### src/verilog/wrw_defs.svh
// constants of the windowed reset watchdog: offsets, reset values, timing
// assumes a 25 MHz cpu clock; included by bare name
`ifndef WRW_DEFS_SVH
`define WRW_DEFS_SVH

`define WRW_CTRL_IDX    6'h0d
`define WRW_CTRL_ADDR   {`WRW_CTRL_IDX, 2'b00}
`define WRW_CTRL_RESET  8'h7f
`define WRW_ACT_BIT     7
`define WRW_TOP_BIT     6
`define WRW_ROLL_FROM   7'h40
`define WRW_PRESCALE    65536
`define WRW_CLK_NS      40
`define WRW_PULSE_NS    30000
`define WRW_PULSE_CYC   ((`WRW_PULSE_NS + `WRW_CLK_NS - 1) / `WRW_CLK_NS)
`define WRW_WAKE_CYC    514
`define WRW_TIME_W      10

`endif

### src/verilog/wrw_pkg.sv
// types of the windowed reset watchdog
// assumes nothing beyond a sv compiler
`include "wrw_defs.svh"

package wrw_pkg;

  typedef enum logic [1:0] {
    wrw_run,
    wrw_halt,
    wrw_wake
  } wrw_pwr_t;

  typedef logic [`WRW_TIME_W-1:0] wrw_time_t;

endpackage

### src/verilog/wrw_tick.sv
// machine cycle prescaler: one-cycle tick every div enabled cycles
// assumes clk is the cpu clock and en comes from the same domain
`timescale 1ns/1ps
`include "wrw_defs.svh"

module wrw_tick #(
  parameter int unsigned DIV = `WRW_PRESCALE
) (
  input  wire logic clk,
  input  wire logic reset,
  input  wire logic en,
  output logic      tick
);

  localparam logic [15:0] LAST = 16'(DIV - 1);

  logic [15:0] pre_q;
  logic        tick_q;
  wire         wrap = en && (pre_q == LAST);

  // frozen while disabled so a halt does not lose the partial period
  always_ff @(posedge clk) begin
    if (reset) begin
      pre_q  <= 16'h0000;
      tick_q <= 1'b0;
    end else begin
      tick_q <= wrap;
      if (wrap) begin
        pre_q <= 16'h0000;
      end else if (en) begin
        pre_q <= pre_q + 16'h0001;
      end
    end
  end

  assign tick = tick_q;

endmodule // wrw_tick

### src/verilog/wrw_top.sv
// windowed reset watchdog with apb register access
// assumes one 25 MHz clock, synchronous reset, halt from the cpu core on the same clock,
// ext_irq and the mode strap from pins
//
// What this block does
// - count down one step every 65,536 machine cycles
// - when active, rollover 40h to 3Fh drives reset pin low for 30 us
// - counter runs whether active or not; activation only gates the reset
// - six low written bits set steps left before top bit clears
// - software mode: inactive after reset, only reset can deactivate
// - write with activate set and top bit clear resets at once
// - hardware mode: always active, activate bit ignored
// - wait mode no effect; halt stops counting and resets until interrupt
// - after wake on external interrupt wait 514 clocks before counting
// - control register resets to 7Fh
// - activate bit set only by software, cleared only by reset
//
// The APB interface to the registers and the register offsets were left to the implementer.
`timescale 1ns/1ps
`include "wrw_defs.svh"

module wrw_top #(
  parameter int unsigned PRESCALE = `WRW_PRESCALE
) (
  input  wire logic        clk,
  input  wire logic        reset,
  input  wire logic        hw_mode_strap,
  input  wire logic        halt,
  input  wire logic        ext_irq,
  input  wire logic        psel,
  input  wire logic        penable,
  input  wire logic        pwrite,
  input  wire logic [7:0]  paddr,
  input  wire logic [31:0] pwdata,
  output logic      [31:0] prdata,
  output logic             pready,
  output logic             pslverr,
  output logic             reset_pin_n,
  output logic             wdg_active
);

  localparam wrw_pkg::wrw_time_t PULSE_CYC = `WRW_TIME_W'(`WRW_PULSE_CYC);
  localparam wrw_pkg::wrw_time_t WAKE_LAST = `WRW_TIME_W'(`WRW_WAKE_CYC - 1);

  // pin synchronisers
  logic strap_m_q;
  logic strap_s_q;
  logic irq_m_q;
  logic irq_s_q;

  // no reset on the strap pair: it must settle while reset is held, or the capture sees a stale value
  always_ff @(posedge clk) begin
    strap_m_q <= hw_mode_strap;
    strap_s_q <= strap_m_q;
  end

  // irq pair resets to the idle level of the pin, so no false wake follows reset
  always_ff @(posedge clk) begin
    if (reset) begin
      irq_m_q <= 1'b0;
      irq_s_q <= 1'b0;
    end else begin
      irq_m_q <= ext_irq;
      irq_s_q <= irq_m_q;
    end
  end

  // option caught while reset is held; sync reset means the clock runs then
  logic hw_mode_q;

  always_ff @(posedge clk) begin
    if (reset) begin
      hw_mode_q <= strap_s_q;
    end
  end

  // apb slave: one wait state so every output comes from a flop
  logic        pready_q;
  logic        pslverr_q;
  logic [31:0] prdata_q;
  logic        act_q;
  logic [6:0]  cnt_q;

  wire         acc      = psel && penable;
  wire         acc_wait = acc && !pready_q;
  wire         acc_done = acc && pready_q;
  wire         hit      = (paddr == `WRW_CTRL_ADDR);
  wire         wr_ctrl  = acc_done && pwrite && hit;
  wire [31:0]  rd_word  = {24'h000000, act_q, cnt_q};

  always_ff @(posedge clk) begin
    if (reset) begin
      pready_q  <= 1'b0;
      pslverr_q <= 1'b0;
      prdata_q  <= 32'h00000000;
    end else begin
      pready_q  <= acc_wait;
      pslverr_q <= acc_wait && !hit;
      if (acc_wait) begin
        prdata_q <= (hit && !pwrite) ? rd_word : 32'h00000000;
      end
    end
  end

  // power state: halt freezes the counter, wake waits before resuming
  wrw_pkg::wrw_pwr_t pwr_q;
  wrw_pkg::wrw_pwr_t pwr_d;
  wrw_pkg::wrw_time_t wake_q;
  wire wake_done = (wake_q == WAKE_LAST);

  always_comb begin
    pwr_d = pwr_q;
    case (pwr_q)
      wrw_pkg::wrw_run: begin
        if (halt) begin
          pwr_d = wrw_pkg::wrw_halt;
        end
      end
      wrw_pkg::wrw_halt: begin
        if (irq_s_q) begin
          pwr_d = wrw_pkg::wrw_wake;
        end
      end
      wrw_pkg::wrw_wake: begin
        if (wake_done) begin
          pwr_d = wrw_pkg::wrw_run;
        end
      end
      default: begin
        pwr_d = wrw_pkg::wrw_run;
      end
    endcase
  end

  always_ff @(posedge clk) begin
    if (reset) begin
      pwr_q  <= wrw_pkg::wrw_run;
      wake_q <= '0;
    end else begin
      pwr_q  <= pwr_d;
      wake_q <= (pwr_q == wrw_pkg::wrw_wake) ? wake_q + 1'b1 : '0;
    end
  end

  // wait mode is not an input at all: it has no effect on counting
  wire cnt_en = (pwr_q == wrw_pkg::wrw_run);
  logic tick;

  // limitation: a tick earned in the very cycle halt begins is dropped, one step per such halt

  wrw_tick #(
    .DIV (PRESCALE)
  ) u_tick (
    .clk   (clk),
    .reset (reset),
    .en    (cnt_en),
    .tick  (tick)
  );

  // control register
  wire       step    = tick && cnt_en;
  wire       eff_act = act_q || hw_mode_q;
  wire       wr_act  = pwdata[`WRW_ACT_BIT] || eff_act;
  wire       roll    = step && (cnt_q == `WRW_ROLL_FROM) && !wr_ctrl;
  wire       sw_rst  = wr_ctrl && wr_act && !pwdata[`WRW_TOP_BIT];
  wire       fire    = (roll && eff_act) || sw_rst;
  logic      act_d;
  logic [6:0] cnt_d;

  always_comb begin
    act_d = act_q || (wr_ctrl && pwdata[`WRW_ACT_BIT]);
    cnt_d = cnt_q;
    if (wr_ctrl) begin
      cnt_d = pwdata[6:0];
    end else if (step) begin
      cnt_d = cnt_q - 7'h01;
    end
  end

  always_ff @(posedge clk) begin
    if (reset) begin
      act_q <= 1'(`WRW_CTRL_RESET >> `WRW_ACT_BIT);
      cnt_q <= 7'(`WRW_CTRL_RESET);
    end else begin
      act_q <= act_d;
      cnt_q <= cnt_d;
    end
  end

  // reset pulse; a retrigger restarts the full width
  wrw_pkg::wrw_time_t pulse_q;
  wrw_pkg::wrw_time_t pulse_d;
  logic rst_n_q;
  logic active_q;

  always_comb begin
    pulse_d = pulse_q;
    if (fire) begin
      pulse_d = PULSE_CYC;
    end else if (pulse_q != '0) begin
      pulse_d = pulse_q - 1'b1;
    end
  end

  always_ff @(posedge clk) begin
    if (reset) begin
      pulse_q  <= '0;
      rst_n_q  <= 1'b1;
      active_q <= 1'b0;
    end else begin
      pulse_q  <= pulse_d;
      rst_n_q  <= (pulse_d == '0);
      active_q <= act_d || hw_mode_q;
    end
  end

  assign prdata      = prdata_q;
  assign pready      = pready_q;
  assign pslverr     = pslverr_q;
  assign reset_pin_n = rst_n_q;
  assign wdg_active  = active_q;

  wrw_pkg::wrw_time_t low_len_q;

  always_ff @(posedge clk) begin
    if (reset || rst_n_q) begin
      low_len_q <= '0;
    end else begin
      low_len_q <= low_len_q + 1'b1;
    end
  end
endmodule // wrw_top

### config.mk
export PLATFORM = sky130hd
export DESIGN_NAME = wrw_top
export DESIGN_NICKNAME = d
export VERILOG_FILES = /design/src/verilog/wrw_pkg.sv /design/src/verilog/wrw_tick.sv /design/src/verilog/wrw_top.sv
export VERILOG_INCLUDE_DIRS = /design/src /design/src/verilog
export SDC_FILE = /design/constraint.sdc
export NUM_CORES = 1
export LEC_CHECK = 0
export BUFFER_PORTS_ARGS = -buffer_cell sky130_fd_sc_hd__buf_2
export CORE_MARGIN = 4
export CORE_UTILIZATION = 45
export CTS_BUF_LIST = sky130_fd_sc_hd__clkbuf_8 sky130_fd_sc_hd__clkbuf_16
export DETAILED_ROUTE_END_ITERATION = 10
export GPL_TIMING_DRIVEN = 0
export PLACE_DENSITY = 0.68
export SYNTH_ARGS = -nofsm -noshare
export SYNTH_HDL_FRONTEND = slang
export SYNTH_HIERARCHICAL = 1
export SYNTH_SLANG_ARGS = --single-unit
### constraint.sdc
create_clock -name clk -period 2.1 [get_ports clk]
set_input_delay 0 -clock clk [delete_from_list [all_inputs] [get_ports clk]]
set_output_delay 0 -clock clk [all_outputs]
set_load 0.005 [all_outputs]
==> metrics <==
GRT Overall Usage=between 10% and 20%; status=completed; global route overflow=0; Core ar.=approximately 6500 um2; Pleak=1.507 nW; minimum clock period=roughly 2 ns; final hold violation count=0; Synth Area in XOR/XNOR=between 6 and 7%; Synth Flop Type=dfxtp_1; vias in the first global route=between 2000 and 2500; CTS Buf Count=9; clock tree buffer depth=2; post-route ant nets=0; Setup Fix Bufs, Post-CTS=0; most frequent cells in the layout=dfxtp_1, nor2_1, buf_2, buf_4, conb_1; worst slew pin tran=about 0.6 ns; proportion of layout cells with a drive suffix above 1=a little under a quarter; Setup TNS Final=0 ns; die area=~8200 um2; total wire length=approximately 6 mm; Tightest Hold Check Type=in -> reg; Wirelength per Cell=between 10 and 15 um; Starting Density=between 40% and 50%; Mean Syn Cell Area=8.946 um2; clock root buffer=clkbuf_8; first-pass GRT wire length=roughly 11 mm; final setup vio count=0; Worst EP arrival=between 2 and 2.5 ns; crit-path cells=inv_1, ha_2, or4b_4, or3_1, buf_2, xnor2_1, and3_1; Peak VDD IR=~0.53 mV; Slew headroom=59.28%; required time of the critical path=around 2.3 ns; flops & latches, synth=64; Adder-Cell Fraction of Synth Area=2.461%; commonest non-fill, non-tap cell in the layout=dfxtp_1; Nets=approximately 480; die width=approximately 90 um; Residual DRC=0; clock slew at reported path FFs=about 0.07 ns; crit path max fanout=6; latest clock arrival within the worst-skew pair=approximately 0.34 ns; largest net degree at the start of global routing=12; CP Launch Type=register; final cell area excluding filler cells=3752 um2; routability cong.=0.8346; Vias/cell=4.976; YS warnings=6; Mapped Area=3050 um2; Worst path slowest cell=or4b_4; PortBufs=35; Die Ht=between 90 and 100 um; CTS tree=built; Worst path max stage delay=between 0.5 and 0.6 ns; main combinational cell family by area after synthesis=simple AND/OR/NAND/NOR gates; Cell Pwr Density=between 900 and 1000 nW/um2; sequential element share of the synthesized area=42.33%; multiplexer share of the synthesized area=under 10%; endpoint class of the critical path=register; Place WS=-0.1130 ns; maximum clock frequency=0.4951 GHz; period utilization=between 90 and 100%; Final WS setup=~0.080 ns; Worst Skew=~0.0055 ns; max-cap viol count=0; FFs w/ async S/R, synth=0%; critical path class=reg -> reg; placed cell areas=roughly 3400 um2; fin. max-slew vios=0; Distinct cells, synth=between 50 and 60; Synth Instances=341; Max H-tree Level=3; I/O Pins=84; Synth Area in Compound Gates=around 11%; EDFF count, synth=1; routed via count=2513; row count=29; initial antenna violation count=0; DP HPWL=between 4 and 5 mm; area growth from synthesis to layout=23.01%; initial drt markers=68; Pre-antenna DRT Iters=6; Post-Synth Simple-Gate Area=25.10%; # clock sinks=64
-- power breakdown --
part / switching [mW] / total, mW / internal [mW]
combinational: 0.468 / 0.951 / 0.483
clock: 0.459 / 1.07 / 0.608
sequential: 0.0763 / 1.39 / 1.32
total: 1.00 / 3.41 / 2.41
-- area by class of cell --
class	count	area, um2
antenna	1	2.502
buffer	38	251.5
clock buffer	11	151.4
clock inverter	5	55.05
fill	595	2706
inverter	14	52.55
multi-input combinational	248	1555
sequential	64	1292
tap	77	96.34
timing repair buffer	47	295.3
-- sequential cells by signal, summed over array words and instances (netlist names), 2 cells and up --
register,count
u_tick/pre_q,16
pulse_q,10
wake_q,10
pwr_q,2
cnt_q,7
prdata,8
-- stage by stage --
| step | std cells | utilization (%) | total power, mW | hold WS, ns |
|---|---|---|---|---|
| 3_5_place_dp | 476 | 52.77 | 2.322 | 0.1057 |
| 2_1_floorplan | 364 | - | 2.144 | 0.02772 |
| 3_3_place_gp | 476 | 52.77 | 2.302 | 0.1024 |
| 6_report | 505 | 58.10 | 3.411 | 0.08350 |
| 4_1_cts | 504 | 57.87 | 3.419 | 0.06659 |
| 5_1_grt | 504 | 58.06 | 3.646 | 0.08680 |
-- logic make-up after synthesis --
family	count (synthesis)
other cells	1
compound gates	50
mux	6
xor+xnor	24
buf+inv	52
simple gates	138
fa+ha+maj	6
flops	64
-- critical path: cells and delay by family, from the launching register on --
kind	cells	cell delay (ns)
XOR/XNOR	1	0.12
flip-flops	1	0.32
buffers and inverters	2	0.27
AND/OR/NAND/NOR	3	0.99
adder cells (fa/ha/maj)	1	0.22
-- cell usage after synthesis (all sizes together) (2+ instances only) --
cell | instances | share of area (%)
mux2i | 5 | 1.6
or4 | 5 | 1.5
or2 | 2 | 0.41
o21ai | 9 | 1.5
a21oi | 13 | 2.3
nor2b | 4 | 0.82
a31oi | 3 | 0.62
o31ai | 3 | 0.74
dfxtp | 63 | 41
nand3b | 4 | 0.98
inv | 14 | 1.7
nor3 | 14 | 2.5
o21a | 2 | 0.49
nand2 | 15 | 1.8
nor3b | 6 | 1.5
o31a | 2 | 0.62
and3 | 2 | 0.41
nor2 | 45 | 5.5
buf | 32 | 7.5
nor4 | 14 | 3.4
clkbuf | 6 | 0.74
or4b | 3 | 0.98
a22oi | 8 | 2.0
xor2 | 7 | 2.0
nand4 | 9 | 2.3
xnor2 | 17 | 4.9
ha | 6 | 2.5
a21o | 2 | 0.49
or3 | 6 | 1.2
nand3 | 7 | 1.1
-- routing by layer --
layer | global-route usage [%] | up-vias | wire length (um)
li1 | - | 1316 | -
met1 | 18.82 | 1150 | 2752
met2 | 26.14 | 38 | 2952
met3 | 6.250 | 9 | 254
met4 | 5.612 | 0 | 85
met5 | 0 | - | 0
-- path summary, 6_finish.rpt --
kind | startpoint | end | slack, ns | cells after the start
worst max-delay path | pulse_q[0]$_SDFF_PP0_ | pulse_q[0]$_SDFF_PP0_ | 0.08 | 7
worst min-delay path | pwrite | prdata[3]$_SDFFE_PP0P_ | 0.08 | 4
worst max register to register | pulse_q[0]$_SDFF_PP0_ | pulse_q[0]$_SDFF_PP0_ | 0.08 | 7
worst min register to register | strap_m_q$_DFF_P_ | strap_s_q$_DFF_P_ | 0.33 | 0
-- repair_timing --
item	4_1_cts	5_1_grt
hold endpoints to repair	17	0
hold buffers	12	0
resized for setup	1	4
pin swaps	0	1
setup endpoints to repair	11	17
(Power assumes the default switching activity.)
